## src/sw_enc_regs.svh

```systemverilog
`ifndef SW_ENC_REGS_SVH
`define SW_ENC_REGS_SVH

// ==========================================================
// Status byte codes
`define SW1_NORMAL      8'h90
`define SW1_PROACTIVE   8'h91
`define SW1_BUSY        8'h93
`define SW1_REFERENCE   8'h94
`define SW1_BAD_LENGTH  8'h67
`define SW1_BAD_PARAM   8'h6b
`define SW1_BAD_INS     8'h6d
`define SW1_BAD_CLASS   8'h6e
`define SW1_TECH_FAULT  8'h6f
`define SW2_NONE        8'h00
`define SW2_OUT_RANGE   8'h02

// ==========================================================
// Stored content fill values
`define FILL_BYTE       8'hff
`define FILL_NIBBLE     4'hf
`define DELETED_LAST    8'hfe
`define ALPHA_MSB_POS   7

// ==========================================================
// File store geometry
`define FILE_DEPTH      16
`define FILE_AW         4

`endif

```

## src/sw_enc_pkg.sv

```systemverilog
package sw_enc_pkg;

    // ======================================================
    // Command classes
    typedef enum logic [3:0] {
        CMD_SELECT, CMD_STATUS, CMD_FILE_RW, CMD_SEEK1, CMD_SEEK2,
        CMD_CHV, CMD_INVAL, CMD_ALGO, CMD_SLEEP, CMD_GET_RESP,
        CMD_TOOLKIT, CMD_FETCH, CMD_UNKNOWN
    } cmd_kind_t;

    typedef struct packed {
        logic [7:0] cls;
        logic [7:0] ins;
        logic [7:0] p1;
        logic [7:0] p2;
        logic [7:0] p3;
    } cmd_hdr_t;

    typedef struct packed {
        logic       class_ok;
        logic       length_ok;
        logic [7:0] right_length;
        logic       param_ok;
        logic       record_out_of_range;
        logic       tech_fault;
        logic       proactive_pending;
        logic [7:0] proactive_length;
        logic       toolkit_busy;
    } cmd_check_t;

    typedef struct packed {
        logic [7:0] sw1;
        logic [7:0] sw2;
    } status_word_t;

    typedef enum logic [1:0] {
        FILL_UNASSIGNED, FILL_DELETED_LAI, FILL_OPTIONAL, FILL_ALPHA
    } fill_kind_t;

endpackage

```

## src/file_store.sv

```systemverilog
`timescale 1ns/1ns
`include "sw_enc_regs.svh"

module file_store (
    input  wire logic                 core_clk,
    input  wire logic                 we,
    input  wire logic [`FILE_AW-1:0]  waddr,
    input  wire logic [7:0]           wdata,
    input  wire logic [`FILE_AW-1:0]  raddr,
    output logic [7:0]                rdata
);
    logic [7:0] mem [`FILE_DEPTH];

    always_ff @(posedge core_clk) begin
        if (we) begin
            mem[waddr] <= wdata;
        end
        rdata <= mem[raddr];
    end
endmodule

```

## src/card_status_word_encoder.sv

```systemverilog
`timescale 1ns/1ns
`include "sw_enc_regs.svh"

// Function
// - Bad length gives first byte 67
// - Length error second byte: correct length
// - Bad P1/P2 gives first byte 6B
// - Unknown instruction gives first byte 6D
// - Wrong class gives first byte 6E
// - Undiagnosed technical fault gives 6F
// - Error codes 6B, 6D, 6E and 6F carry second byte 00
// - Record out of range gives 94 02
// - 91/93 only when both support toolkit
// - Seek type two defers 91 to retrieval
// - Status restricted to command's permitted set
// - Unassigned or cleared bytes read FF
// - Deleted location code ends with FE
// - Optional items filled with F nibbles
// - Alphabet characters have bit 8 cleared
// - Success answers 90 00
// - 94 02 means invalid address reference
module card_status_word_encoder (
    input  wire logic                    core_clk,
    input  wire logic                    arst_n,
    input  wire logic                    cmd_valid,
    input  wire sw_enc_pkg::cmd_hdr_t    cmd_hdr,
    input  wire sw_enc_pkg::cmd_check_t  cmd_check,
    input  wire logic                    card_toolkit,
    input  wire logic                    handset_toolkit,
    input  wire logic                    fill_valid,
    input  wire sw_enc_pkg::fill_kind_t  fill_kind,
    input  wire logic [`FILE_AW-1:0]     fill_addr,
    input  wire logic [7:0]              fill_data,
    input  wire logic                    fill_last,
    input  wire logic [`FILE_AW-1:0]     file_raddr,
    output logic [7:0]                   file_rdata,
    output logic                         sw_valid,
    output sw_enc_pkg::status_word_t     status_word,
    output logic                         seek_pending
);
    // ======================================================
    // Command decode
    function automatic sw_enc_pkg::cmd_kind_t decode_ins(input logic [7:0] ins);
        unique case (ins)
            8'ha4:          decode_ins = sw_enc_pkg::CMD_SELECT;
            8'hf2:          decode_ins = sw_enc_pkg::CMD_STATUS;
            8'hd6, 8'hdc,
            8'hb0, 8'hb2,
            8'h32:          decode_ins = sw_enc_pkg::CMD_FILE_RW;
            8'ha2:          decode_ins = sw_enc_pkg::CMD_SEEK1;
            8'h20, 8'h24,
            8'h26, 8'h28,
            8'h2c:          decode_ins = sw_enc_pkg::CMD_CHV;
            8'h04, 8'h44:   decode_ins = sw_enc_pkg::CMD_INVAL;
            8'h88:          decode_ins = sw_enc_pkg::CMD_ALGO;
            8'hfa:          decode_ins = sw_enc_pkg::CMD_SLEEP;
            8'hc0:          decode_ins = sw_enc_pkg::CMD_GET_RESP;
            8'h10, 8'hc2,
            8'h14:          decode_ins = sw_enc_pkg::CMD_TOOLKIT;
            8'h12:          decode_ins = sw_enc_pkg::CMD_FETCH;
            default:        decode_ins = sw_enc_pkg::CMD_UNKNOWN;
        endcase
    endfunction

    // Seek mode lives in P2 high nibble; type two is when P2 bit 4 is set
    sw_enc_pkg::cmd_kind_t kind_raw;
    sw_enc_pkg::cmd_kind_t kind;
    assign kind_raw = decode_ins(cmd_hdr.ins);
    assign kind     = (kind_raw == sw_enc_pkg::CMD_SEEK1 && cmd_hdr.p2[4])
                      ? sw_enc_pkg::CMD_SEEK2 : kind_raw;

    // ======================================================
    // Permitted sets
    wire toolkit_ok  = card_toolkit && handset_toolkit;
    wire class_ok    = cmd_check.class_ok && cmd_hdr.cls == 8'ha0;
    wire ins_known   = kind != sw_enc_pkg::CMD_UNKNOWN;
    wire may_91      = toolkit_ok && kind != sw_enc_pkg::CMD_SEEK2
                       && kind != sw_enc_pkg::CMD_ALGO && kind != sw_enc_pkg::CMD_SLEEP
                       && kind != sw_enc_pkg::CMD_STATUS;
    wire may_busy    = toolkit_ok && kind == sw_enc_pkg::CMD_TOOLKIT;
    wire may_94      = kind inside {sw_enc_pkg::CMD_SELECT, sw_enc_pkg::CMD_FILE_RW,
                                    sw_enc_pkg::CMD_SEEK1, sw_enc_pkg::CMD_SEEK2,
                                    sw_enc_pkg::CMD_INVAL};
    wire get_91      = kind == sw_enc_pkg::CMD_GET_RESP && seek_pending && toolkit_ok;

    // ======================================================
    // Priority encode
    sw_enc_pkg::status_word_t sw_d;
    always_comb begin
        sw_d = '{sw1: `SW1_NORMAL, sw2: `SW2_NONE};
        if (!class_ok) begin
            sw_d = '{sw1: `SW1_BAD_CLASS, sw2: `SW2_NONE};
        end else if (!ins_known) begin
            sw_d = '{sw1: `SW1_BAD_INS, sw2: `SW2_NONE};
        end else if (cmd_check.tech_fault) begin
            sw_d = '{sw1: `SW1_TECH_FAULT, sw2: `SW2_NONE};
        end else if (!cmd_check.param_ok && cmd_check.record_out_of_range && may_94) begin
            sw_d = '{sw1: `SW1_REFERENCE, sw2: `SW2_OUT_RANGE};
        end else if (!cmd_check.param_ok) begin
            sw_d = '{sw1: `SW1_BAD_PARAM, sw2: `SW2_NONE};
        end else if (!cmd_check.length_ok) begin
            sw_d = '{sw1: `SW1_BAD_LENGTH, sw2: cmd_check.right_length};
        end else if (cmd_check.toolkit_busy && may_busy) begin
            sw_d = '{sw1: `SW1_BUSY, sw2: `SW2_NONE};
        end else if ((cmd_check.proactive_pending && may_91) || get_91) begin
            sw_d = '{sw1: `SW1_PROACTIVE, sw2: cmd_check.proactive_length};
        end
    end

    wire seek2_hit = cmd_valid && sw_d.sw1 == `SW1_NORMAL
                     && kind == sw_enc_pkg::CMD_SEEK2 && cmd_check.proactive_pending;
    wire seek_clr  = cmd_valid && kind == sw_enc_pkg::CMD_GET_RESP;

    always_ff @(posedge core_clk or negedge arst_n) begin
        if (!arst_n) begin
            sw_valid     <= 1'b0;
            status_word  <= '{sw1: `SW1_NORMAL, sw2: `SW2_NONE};
            seek_pending <= 1'b0;
        end else begin
            sw_valid <= cmd_valid;
            if (cmd_valid) begin
                status_word <= sw_d;
            end
            if (seek2_hit) begin
                seek_pending <= 1'b1;
            end else if (seek_clr) begin
                seek_pending <= 1'b0;
            end
        end
    end

    // ======================================================
    // Content fill
    logic [7:0] fill_byte;
    always_comb begin
        unique case (fill_kind)
            sw_enc_pkg::FILL_UNASSIGNED:  fill_byte = `FILL_BYTE;
            sw_enc_pkg::FILL_DELETED_LAI:
                fill_byte = fill_last ? `DELETED_LAST : fill_data;
            sw_enc_pkg::FILL_OPTIONAL:    fill_byte = {`FILL_NIBBLE, `FILL_NIBBLE};
            sw_enc_pkg::FILL_ALPHA:
                fill_byte = {1'b0, fill_data[`ALPHA_MSB_POS-1:0]};
        endcase
    end

    // Read data registered inside the store, so the output stays a flop
    file_store u_store (
        .core_clk (core_clk),
        .we       (fill_valid),
        .waddr    (fill_addr),
        .wdata    (fill_byte),
        .raddr    (file_raddr),
        .rdata    (file_rdata)
    );

    // ======================================================
    // Checks
    a_class_first: assert property (@(posedge core_clk) disable iff (!arst_n)
        cmd_valid && !class_ok |=> status_word.sw1 == `SW1_BAD_CLASS)
        else $error("class error not reported first");
    a_ins_unknown: assert property (@(posedge core_clk) disable iff (!arst_n)
        cmd_valid && class_ok && !ins_known |=> status_word == 16'h6d00)
        else $error("unknown instruction not reported");
    a_len_echo: assert property (@(posedge core_clk) disable iff (!arst_n)
        cmd_valid && sw_d.sw1 == `SW1_BAD_LENGTH
        |=> status_word.sw2 == $past(cmd_check.right_length))
        else $error("length error lacks correct length");
    a_range_code: assert property (@(posedge core_clk) disable iff (!arst_n)
        cmd_valid && class_ok && ins_known && !cmd_check.tech_fault && may_94
        && !cmd_check.param_ok && cmd_check.record_out_of_range
        |=> status_word == 16'h9402)
        else $error("out of range record not 94 02");
    a_param_code: assert property (@(posedge core_clk) disable iff (!arst_n)
        sw_valid && status_word.sw1 == `SW1_BAD_PARAM |-> status_word.sw2 == 8'h00)
        else $error("parameter error second byte not 00");
    a_toolkit_gate: assert property (@(posedge core_clk) disable iff (!arst_n)
        cmd_valid && !toolkit_ok |=> !(status_word.sw1 inside {8'h91, 8'h93}))
        else $error("toolkit status without support");
    a_seek_defer: assert property (@(posedge core_clk) disable iff (!arst_n)
        cmd_valid && kind == sw_enc_pkg::CMD_SEEK2 |=> status_word.sw1 != 8'h91)
        else $error("type two seek answered 91 directly");
    a_ok_default: assert property (@(posedge core_clk) disable iff (!arst_n)
        cmd_valid && class_ok && ins_known && cmd_check.param_ok && cmd_check.length_ok
        && !cmd_check.tech_fault && !cmd_check.proactive_pending && !get_91
        && !(cmd_check.toolkit_busy && may_busy)
        |=> status_word == 16'h9000)
        else $error("success not 90 00");
    a_alpha_msb: assert property (@(posedge core_clk) disable iff (!arst_n)
        fill_kind == sw_enc_pkg::FILL_ALPHA |-> !fill_byte[`ALPHA_MSB_POS])
        else $error("alphabet byte msb set");

    c_length_err: cover property (@(posedge core_clk) disable iff (!arst_n)
        sw_valid && status_word.sw1 == `SW1_BAD_LENGTH);
    c_seek_then_get: cover property (@(posedge core_clk) disable iff (!arst_n)
        seek2_hit ##[1:20] (sw_valid && status_word.sw1 == `SW1_PROACTIVE));
    c_range: cover property (@(posedge core_clk) disable iff (!arst_n)
        sw_valid && status_word == 16'h9402);
endmodule

```

## config.mk

```make
export PLATFORM = sky130hd
export DESIGN_NAME = card_status_word_encoder
export DESIGN_NICKNAME = d
export VERILOG_FILES = /design/src/sw_enc_pkg.sv /design/src/file_store.sv /design/src/card_status_word_encoder.sv
export VERILOG_INCLUDE_DIRS = /design/src
export SDC_FILE = /design/constraint.sdc
export NUM_CORES = 1
export LEC_CHECK = 0
export ABC_AREA = 1
export ABC_CLOCK_PERIOD_IN_PS = 1200
export BUFFER_PORTS_ARGS = -buffer_cell sky130_fd_sc_hd__buf_2
export CORE_ASPECT_RATIO = 0.9
export CORE_MARGIN = 1
export CORE_UTILIZATION = 58
export CTS_BUF_LIST = sky130_fd_sc_hd__clkbuf_8
export CTS_CLUSTER_SIZE = 25
export DETAILED_ROUTE_END_ITERATION = 10
export HOLD_SLACK_MARGIN = 0.12
export PLACE_DENSITY = 0.82
export SETUP_SLACK_MARGIN = 0.4
export SLEW_MARGIN = 15
export SYNTH_ARGS = -nofsm -noshare
export SYNTH_HDL_FRONTEND = slang
export SYNTH_SLANG_ARGS = --single-unit
```

## constraint.sdc

```tcl
create_clock -name core_clk -period 1.2 [get_ports core_clk]
set_input_delay 0.06 -clock core_clk [delete_from_list [all_inputs] [get_ports core_clk]]
set_output_delay 0.06 -clock core_clk [all_outputs]
set_load 0.02 [all_outputs]
```

==> results_dict.tcl, run 1 <==
set metrics [dict create \
    status "finished, violations left" \
    violations "negative setup slack" \
    setup_ws_ns -0.259 \
    async_flop_share_pct 10.5 \
    insertion_delay_ns 0.48 \
    finalNetCount 876 \
    rsz0062_at_grt "true" \
    avgSynthCellArea_um2 10.9 \
    grt_usage_pct 32.9 \
    hold_viol_final 0 \
    slowest_stage "nor2_1" \
    power.net_switching_uw 2880 \
    sw_frac_of_total_pct 24.2 \
    drc 0 \
    die-area_um2 12100 \
    place.gp.congestion 0.873 \
    critPathMaxFanout 4 \
    antenna_found_initial 0 \
    relSlewSlack_pct 53.3 \
    die_y_um 104 \
    drt_iter0_markers 861 \
    hp-class "input port to asynchronous set/reset pin" \
    io_buffers 90 \
    crit_type "input port to register" \
    p_per_area_nw_per_um2 1290 \
    endpoint_kind "register" \
    clkPwrFrac_pct 39.1 \
    seq_area_frac_synth_pct 65.2 \
    maxCapViolCount 0 \
    rows 37 \
    power.leakage_uw 0.00390 \
    p_comb_share_pct 11.3 \
    wl_per_cell_um 22.4 \
    die_x_um 116 \
    firstDrtPassIters 8 \
    synthDistinctLibCells 32 \
    clk_path_buf_depth 2 \
    grt_pass1_wl_um 28800 \
    drive_gt1_share_pct 39.1 \
    yosys_warnings 0 \
    ioPinCount 114 \
    htreeDepth 4 \
    antenna_left 0 \
    core_um2 11400 \
    setup_viol 15 \
    cts_inserted_buffers 17 \
    synthesis.nets 710 \
    power_uw 11900 \
    synthFlopType "edfxtp_1" \
    ir_drop_mv 0.953 \
    start_kind "input port" \
    fmax_ghz 0.685 \
    cts.hold.buffers_added 22 \
    grt_overflow 0 \
    fill_cells 568 \
    mappedNetlistArea_um2 6750 \
    worst_slew_pin_slew_ns 0.701 \
    viasPerCell 6.14 \
    period_minus_slack_ns 1.46 \
    netlist_instances 622 \
    clock_skew_ns 0.0195 \
    synth_seq_cells 152 \
    maxSlewViolCount 0 \
    dp.cells 883 \
    start_util_pct 59.3 \
    pwr-share-seq_pct 49.6 \
    vias 5875 \
    cts.sinks 152 \
    clock-root-buffer "clkbuf_8" \
    required_ns 1.62 \
    syn2layout_area_growth_pct 37.1 \
    final.period_utilization_pct 122 \
    grt_pass1_vias 5786 \
    max_stage_delay_ns 0.32 \
    utilization_pct 81.3 \
    critPathMostFrequentCell "nor2_4" \
    crit_arrival_ns 1.88 \
    synth_edf_count 128 \
    grt_max_degree 29 \
    power_report.internal_total_uw 9030 \
    finalNonFillerCells 957 \
    crit_path_cell_trace "buf_12 > inv_6 > nor2_4 > nand2_4 > buf_6 > nor2_4 > nor2_4 > nand2_2 > nor2_4 > nand3_4 > buf_6 > nand3_2 > nand2_1 > nor2_1 > nand2_1 > nand2_1" \
    clk_pin_slew_ns 0.10 \
    antennaDiodeCount 0 \
    hpwlAfterDp_um 11200 \
    cts_tree "yes" \
    routed_wl_um 21400 \
]
[area by class of cell]
type	count	area (um2)	share of cell area, %
Clock buffer	20	275	2.97
Clock inverter	12	195	2.11
Inverter	75	294	3.18
Multi-Input combinational cell	371	2450	26.4
Sequential cell	152	4420	47.7
Tap cell	156	195	2.11
Timing Repair Buffer	171	1430	15.5
[worst paths after layout]
| check | start | end | slack [ns] | depth (start not counted) |
|---|---|---|---|---|
| min reg2reg | status_word[7] | status_word[7] | 0.53 | 2 |
| max in group asynchronous | arst_n | status_word[12] | 0.82 | 2 |
| max | cmd_hdr[31] | seek_pending | -0.26 | 16 |
| min in group core_clk | cmd_check[10] | status_word[12] | 0.08 | 6 |
| max reg2reg | u_store.mem[1][5] | u_store.rdata[5] | -0.08 | 6 |
| min | arst_n | sw_valid | 0.07 | 2 |
[sequential cells by signal, indices dropped and copies added (netlist names)]
name           flops
u_store.mem      128
status_word       14
u_store.rdata      8
seek_pending       1
sw_valid           1
[synthesized netlist by cell type, types with 4 or more instances]
| master | instances | share of area, % |
|---|---|---|
| edfxtp_1 | 128 | 57 |
| nand2_1 | 117 | 6.5 |
| inv_1 | 71 | 3.9 |
| nor2_1 | 55 | 3.1 |
| o21ai_0 | 44 | 3.3 |
| a21oi_1 | 37 | 2.7 |
| mux2i_1 | 32 | 4.7 |
| o211ai_1 | 32 | 3.6 |
| nand3_1 | 21 | 1.6 |
| dfrtp_1 | 15 | 5.6 |
| clkbuf_1 | 14 | 0.78 |
| dfxtp_1 | 8 | 2.4 |
| nor2_2 | 7 | 0.65 |
| buf_2 | 6 | 0.44 |
| nand3b_1 | 4 | 0.44 |
[timing repair]
action / CTS / global route
endpoints found under the hold margin: 66 / 12
setup endpoints to repair: 49 / 54
pin swaps: 47 / 45
buffers inserted: 7 / 12
gates resized for setup: 131 / 53
gates cloned: 0 / 1
[power groups by stage]
stage	Clock (uW)	Sequential (uW)	Combinational, uW
2_1_floorplan	0	6040	563
3_3_place_gp	0	5990	979
3_5_place_dp	0	6000	1020
4_1_cts	4510	5900	1210
5_1_grt	4830	5910	1420
6_report	4660	5910	1340
[kinds of logic (layout without fill, tap and decap cells)]
group	Yosys count	count (layout)	share of synthesized area [%]
simple gates	222	223	14.3
mux	32	32	4.74
flops	152	152	65.2
compound gates	116	116	9.91
buf+inv	100	278	5.84
[routing by layer]
| layer | routed length, um | vias to the layer above | track usage (%) |
|---|---|---|---|
| met5 | 0 | - | 0 |
| met4 | 1480 | 0 | 19.0 |
| met3 | 2550 | 155 | 7.28 |
| met2 | 10300 | 554 | 53.9 |
| met1 | 7100 | 2683 | 39.9 |
| li1 | - | 2483 | - |
[layout by cell type (no fill, tap or decap), types with 25 or more instances in the layout]
cell and n:
nor2_4 32, buf_4 49, inv_1 63, o211ai_1 32, buf_2 55, a21oi_1 29, buf_6 35, edfxtp_1 128
nor2_1 25, nand2_2 35, nand2_1 80, mux2i_1 30
[worst max-delay path: cells and delay by family]
kind,cells,cell delay [ns]
simple gates,12,1.38
buf+inv,4,0.44
[stage by stage]
step / hold slack (ns) / setup TNS, ns / worst slack [ns] / area (um2)
5_1_grt: 0.0986 / -1.33 / -0.382 / 9260
3_3_place_gp: -0.0107 / -2.56 / -0.245 / 7850
6_report: 0.0685 / -0.625 / -0.259 / 9260
4_1_cts: 0.0142 / -0.0578 / -0.0292 / 8990
2_1_floorplan: -0.236 / 0 / 0.0316 / 7030
3_5_place_dp: 0.000168 / -4.57 / -0.372 / 7850
(Power assumes the default switching activity.)
==> run 2, diff against run 1 <==
--- a/config.mk
+++ b/config.mk
@@ -22,3 +22,4 @@
 export SYNTH_ARGS = -nofsm -noshare
 export SYNTH_HDL_FRONTEND = slang
 export SYNTH_SLANG_ARGS = --single-unit
+export TNS_END_PERCENT = 30
==> results_dict.tcl, run 2 (synthesis results as in run 1) <==
set metrics [dict create \
    top_register "u_store.mem" \
    setup_viol 5 \
    clock-root-buffer "clkbuf_8" \
    layout_common_cells "edfxtp_1 (128), nand2_1 (83), inv_1 (62), buf_2 (55), buf_4 (49)" \
    p_comb_share_pct 11.7 \
    antenna_left 0 \
    worst_slew_pin_slew_ns 0.757 \
    ioPinCount 114 \
    insertion_delay_ns 0.46 \
    die-area_um2 12100 \
    utilization_pct 80.1 \
    core_um2 11400 \
    clk_path_buf_depth 2 \
    maxCapViolCount 0 \
    die_x_um 116 \
    reg2reg_depth 6 \
    cts.hold.buffers_added 21 \
    io_buffers 90 \
    drive_gt1_share_pct 37.9 \
    clk_pin_slew_ns 0.10 \
    layout_commonest_cell "edfxtp_1" \
    r2r_start "u_store.mem[1][5]" \
    grt_pass1_vias 5371 \
    die_y_um 104 \
    maxSlewViolCount 0 \
    period_minus_slack_ns 1.27 \
    grt_overflow 0 \
    relSlewSlack_pct 49.5 \
    start_util_pct 59.3 \
    rows 37 \
    clkPwrFrac_pct 35.9 \
    power.leakage_uw 0.00388 \
    violations "negative setup slack" \
    fill_cells 560 \
    r2r_slack_ns 0 \
    wl_per_cell_um 21.8 \
    largest_reg_flops 128 \
    start_kind "input port" \
    endpoint_kind "register" \
    biggestRegsByFlops "u_store.mem (128), status_word (14), u_store.rdata (8)" \
    antenna_found_initial 1 \
    syn2layout_area_growth_pct 35.2 \
    crit_type "input port to register" \
    place.gp.congestion 0.955 \
    grt_usage_pct 31.1 \
    power_report.internal_total_uw 8370 \
    final.period_utilization_pct 106 \
    status "finished, violations left" \
    hp-class "input port to asynchronous set/reset pin" \
    sw_frac_of_total_pct 25.8 \
    tns_ns -0.138 \
    htreeDepth 4 \
    drt_iter0_markers 654 \
    critPathMaxFanout 4 \
    required_ns 1.59 \
    grt_pass1_wl_um 27300 \
    power.net_switching_uw 2900 \
    cts_inserted_buffers 17 \
    setup_ws_ns -0.0723 \
    finalNetCount 871 \
    pwr-share-seq_pct 52.4 \
    p_per_area_nw_per_um2 1230 \
    clock_skew_ns 0.0115 \
    vias 5761 \
    cts_tree "yes" \
    firstDrtPassIters 5 \
    drc 0 \
    viasPerCell 6.05 \
    fmax_ghz 0.786 \
    ir_drop_mv 0.772 \
    hpwlAfterDp_um 10600 \
    routed_wl_um 20800 \
    crit_arrival_ns 1.66 \
    worstReg2RegEnd "u_store.rdata[5]" \
    grt_max_degree 28 \
    rsz0062_at_grt "true" \
    cts.sinks 152 \
    hold_viol_final 0 \
]
## run 2: cell count changes in the layout (fill, tap and decap cells not counted), moves of 3 or more
| cell | previous run | this run |
|---|---|---|
| bufinv_16 | 5 | 2 |
| clkinv_4 | 1 | 4 |
| inv_6 | 1 | 6 |
| nand2_1 | 80 | 83 |
| nand2_2 | 35 | 29 |
| nand3_1 | 15 | 12 |
| nor2_1 | 25 | 36 |
| nor2_4 | 32 | 22 |
| o21ai_1 | 19 | 16 |
| o21ai_2 | 6 | 11 |
## run 2: how the worst max path moves through the flow
| stage | slack, ns | from | depth (start not counted) | end |
|---|---|---|---|---|
| after global placement | -0.24 | cmd_hdr[27] | 14 | status_word[10] |
| after floorplan | 0.03 | cmd_hdr[24] | 12 | status_word[10] |
| after global routing | -0.23 | cmd_hdr[29] | 15 | seek_pending |
| after detailed placement | -0.34 | cmd_hdr[26] | 14 | status_word[10] |
| after CTS | -0.05 | status_word[12] | 1 | status_word[12] |
| final | -0.07 | cmd_hdr[28] | 15 | seek_pending |
## run 2: repair_timing
item                                    4_1_cts  5_1_grt
endpoints found under the setup margin       49       65
setup buffers                                 0        9
pin swaps                                    65       69
endpoints found under the hold margin       125       29
resized for setup                           100      106
## run 2: metal layers
layer	vias to the layer above	global-route usage, %	share of wire, %
li1	2465	-	-
met4	0	14.7	5.2
met3	125	8.80	12
met1	2637	39.4	34
met5	-	0	0
met2	534	49.4	49
## run 2: final cells by class
type / count / area, um2 / share of cell area [%]
antenna: 1 / 2.50 / 0.0274
clock inverter: 13 / 143 / 1.56
timing repair buffer: 167 / 1390 / 15.2
sequential: 152 / 4410 / 48.3
inverter: 75 / 302 / 3.30
clock buffer: 19 / 262 / 2.86
multi-input combinational: 370 / 2420 / 26.5
tap: 156 / 195 / 2.14
## run 2: through the flow
stage	cell area [um2]	total power, uW	worst slack (ns)	std cells	hold slack, ns
floorplan	6920	6570	0.0316	622	-0.236
global placement	7800	6950	-0.245	890	-0.00995
detailed placement	7800	7000	-0.340	890	-0.00239
CTS	8710	11000	-0.0515	943	-0.0238
global route	9130	11500	-0.227	953	0.0533
finish	9130	11300	-0.0723	953	0.0392
## run 2: worst max-delay path: stages
cell and delay [ns]:
buf_4 0.15, nand2_2 0.06, inv_2 0.06, nand2_4 0.08, nor2_4 0.05, nor2_4 0.10
nand2_2 0.08, nor2_4 0.16, nand3_4 0.14, buf_6 0.15, nand3_2 0.06, nand2_2 0.05
nor2_2 0.11, nand2_1 0.16, nand2_1 0.18
## run 2: power groups by stage
stage / Sequential (uW) / Combinational (uW) / Clock (uW)
2_1_floorplan: 6040 / 532 / 0
3_3_place_gp: 5990 / 956 / 0
3_5_place_dp: 6000 / 996 / 0
4_1_cts: 5900 / 1140 / 3970
5_1_grt: 5910 / 1390 / 4210
6_report: 5900 / 1320 / 4040
==> run 3, diff against run 2 <==
--- a/config.mk
+++ b/config.mk
@@ -16,6 +16,7 @@
 export CTS_CLUSTER_SIZE = 25
 export DETAILED_ROUTE_END_ITERATION = 10
 export HOLD_SLACK_MARGIN = 0.12
+export MAX_ROUTING_LAYER = met4
 export PLACE_DENSITY = 0.82
 export SETUP_SLACK_MARGIN = 0.4
 export SLEW_MARGIN = 15
==> results_dict.tcl, run 3 (synthesis results as in run 1) <==
set metrics [dict create \
    critPathMostFrequentCell "nand2_1" \
    clock-root-buffer "clkbuf_8" \
    clk_path_buf_depth 2 \
    relSlewSlack_pct 48.3 \
    rows 37 \
    layout_common_cells "edfxtp_1 (128), nand2_1 (89), inv_1 (61), buf_2 (54), buf_4 (46)" \
    fmax_ghz 0.778 \
    place.gp.congestion 0.989 \
    largest_reg_flops 128 \
    clk_pin_slew_ns 0.10 \
    antenna_found_initial 0 \
    pwr-share-seq_pct 51.8 \
    regArea_um2 4410 \
    layout_commonest_cell "edfxtp_1" \
    power.net_switching_uw 2870 \
    clkPwrFrac_pct 36.7 \
    setup_viol 10 \
    multi_input_area_um2 2420 \
    firstDrtPassIters 5 \
    grt_pass1_wl_um 27400 \
    die-area_um2 12100 \
    top_register "u_store.mem" \
    maxCapViolCount 0 \
    finalNetCount 869 \
    die_y_um 104 \
    start_util_pct 59.3 \
    vias 5710 \
    viasPerCell 6.01 \
    grt_pass1_vias 5420 \
    rsz0062_at_grt "true" \
    required_ns 1.55 \
    clock_skew_ns 0.0149 \
    insertion_delay_ns 0.44 \
    wl_per_cell_um 21.2 \
    drc 0 \
    max_stage_delay_ns 0.22 \
    crit_type "input port to register" \
    crit_path_cell_trace "buf_6 > inv_4 > nor2_4 > nand2_2 > nand2_1 > nand2_1 > nand4_1 > nor2_1 > nor2_1 > buf_4 > nor2_4 > nand2_2 > nand2_1 > inv_1" \
    cts_tree "yes" \
    crit_arrival_ns 1.63 \
    routed_wl_um 20200 \
    drive_gt1_share_pct 36.9 \
    fill_cells 583 \
    slowest_stage "nand4_1" \
    endpoint_kind "register" \
    hp-class "input port to asynchronous set/reset pin" \
    power.leakage_uw 0.00388 \
    final.period_utilization_pct 107 \
    power_report.internal_total_uw 8520 \
    p_comb_share_pct 11.5 \
    ioPinCount 114 \
    cts.sinks 152 \
    utilization_pct 80.1 \
    core_um2 11400 \
    critPathBufInv 4 \
    ir_drop_mv 0.781 \
    drt_iter0_markers 622 \
    whs_ns 0.0514 \
    critPathMaxFanout 8 \
    status "finished, violations left" \
    grt_overflow 0 \
    crit_family "simple AND/OR/NAND/NOR gates" \
    setup_ws_ns -0.0854 \
    cts.hold.buffers_added 23 \
    hpwlAfterDp_um 10700 \
    start_kind "input port" \
    antenna_left 0 \
    grt_usage_pct 31.6 \
    biggestRegsByFlops "u_store.mem (128), status_word (14), u_store.rdata (8)" \
    hold_viol_final 0 \
    power_uw 11400 \
    grt_max_degree 40 \
    cts_inserted_buffers 17 \
    tns_ns -0.231 \
    worst_slew_pin_slew_ns 0.775 \
    syn2layout_area_growth_pct 35.1 \
    io_buffers 90 \
    htreeDepth 4 \
    violations "negative setup slack" \
    period_minus_slack_ns 1.29 \
    sw_frac_of_total_pct 25.2 \
    antennaDiodeCount 0 \
    die_x_um 116 \
    maxSlewViolCount 0 \
    p_per_area_nw_per_um2 1250 \
]
## run 3: power by group through the flow
stage / Clock (uW) / Sequential (uW) / Combinational (uW)
6_report: 4180 / 5900 / 1310
3_3_place_gp: 0 / 5990 / 954
2_1_floorplan: 0 / 6040 / 532
4_1_cts: 4070 / 5890 / 1120
3_5_place_dp: 0 / 6000 / 995
5_1_grt: 4350 / 5910 / 1390
## run 3: repair_timing
action	CTS	global route
setup buffers	2	4
hold endpoints to repair	41	16
pin swaps	37	65
resized for setup	61	139
gates cloned	0	1
setup endpoints to repair	49	61
## run 3: layer usage
metal / routed length [um] / track usage (%)
met5: 0 / -
met4: 971 / 13.2
met3: 2040 / 6.18
met2: 9560 / 48.0
met1: 7580 / 41.9
## run 3: cell type report
type	instances	share of cell area (%)
sequential	152	48.4
multi-input combinational	371	26.5
timing repair buffer	164	15.1
inverter	75	3.36
clock buffer	18	2.72
tap	156	2.14
clock inverter	14	1.87
## run 3: path summary, 6_finish.rpt
check | startpoint | end | slack, ns | depth (start not counted)
max | cmd_hdr[26] | status_word[10] | -0.09 | 14
min | arst_n | status_word[1] | 0.05 | 2
max reg2reg | u_store.mem[3][1] | u_store.rdata[1] | -0.03 | 4
min reg2reg | status_word[3] | status_word[3] | 0.54 | 2
max in group asynchronous | arst_n | status_word[12] | 0.83 | 2
min in group core_clk | cmd_check[10] | status_word[11] | 0.10 | 5
## run 3: through the flow
| stage | cells | area [um2] | worst slack [ns] |
|---|---|---|---|
| 3_3_place_gp | 889 | 7790 | -0.244 |
| 4_1_cts | 946 | 8620 | 0.00350 |
| 2_1_floorplan | 622 | 6920 | 0.0316 |
| 3_5_place_dp | 889 | 7790 | -0.373 |
| 6_report | 950 | 9120 | -0.0854 |
| 5_1_grt | 950 | 9120 | -0.178 |
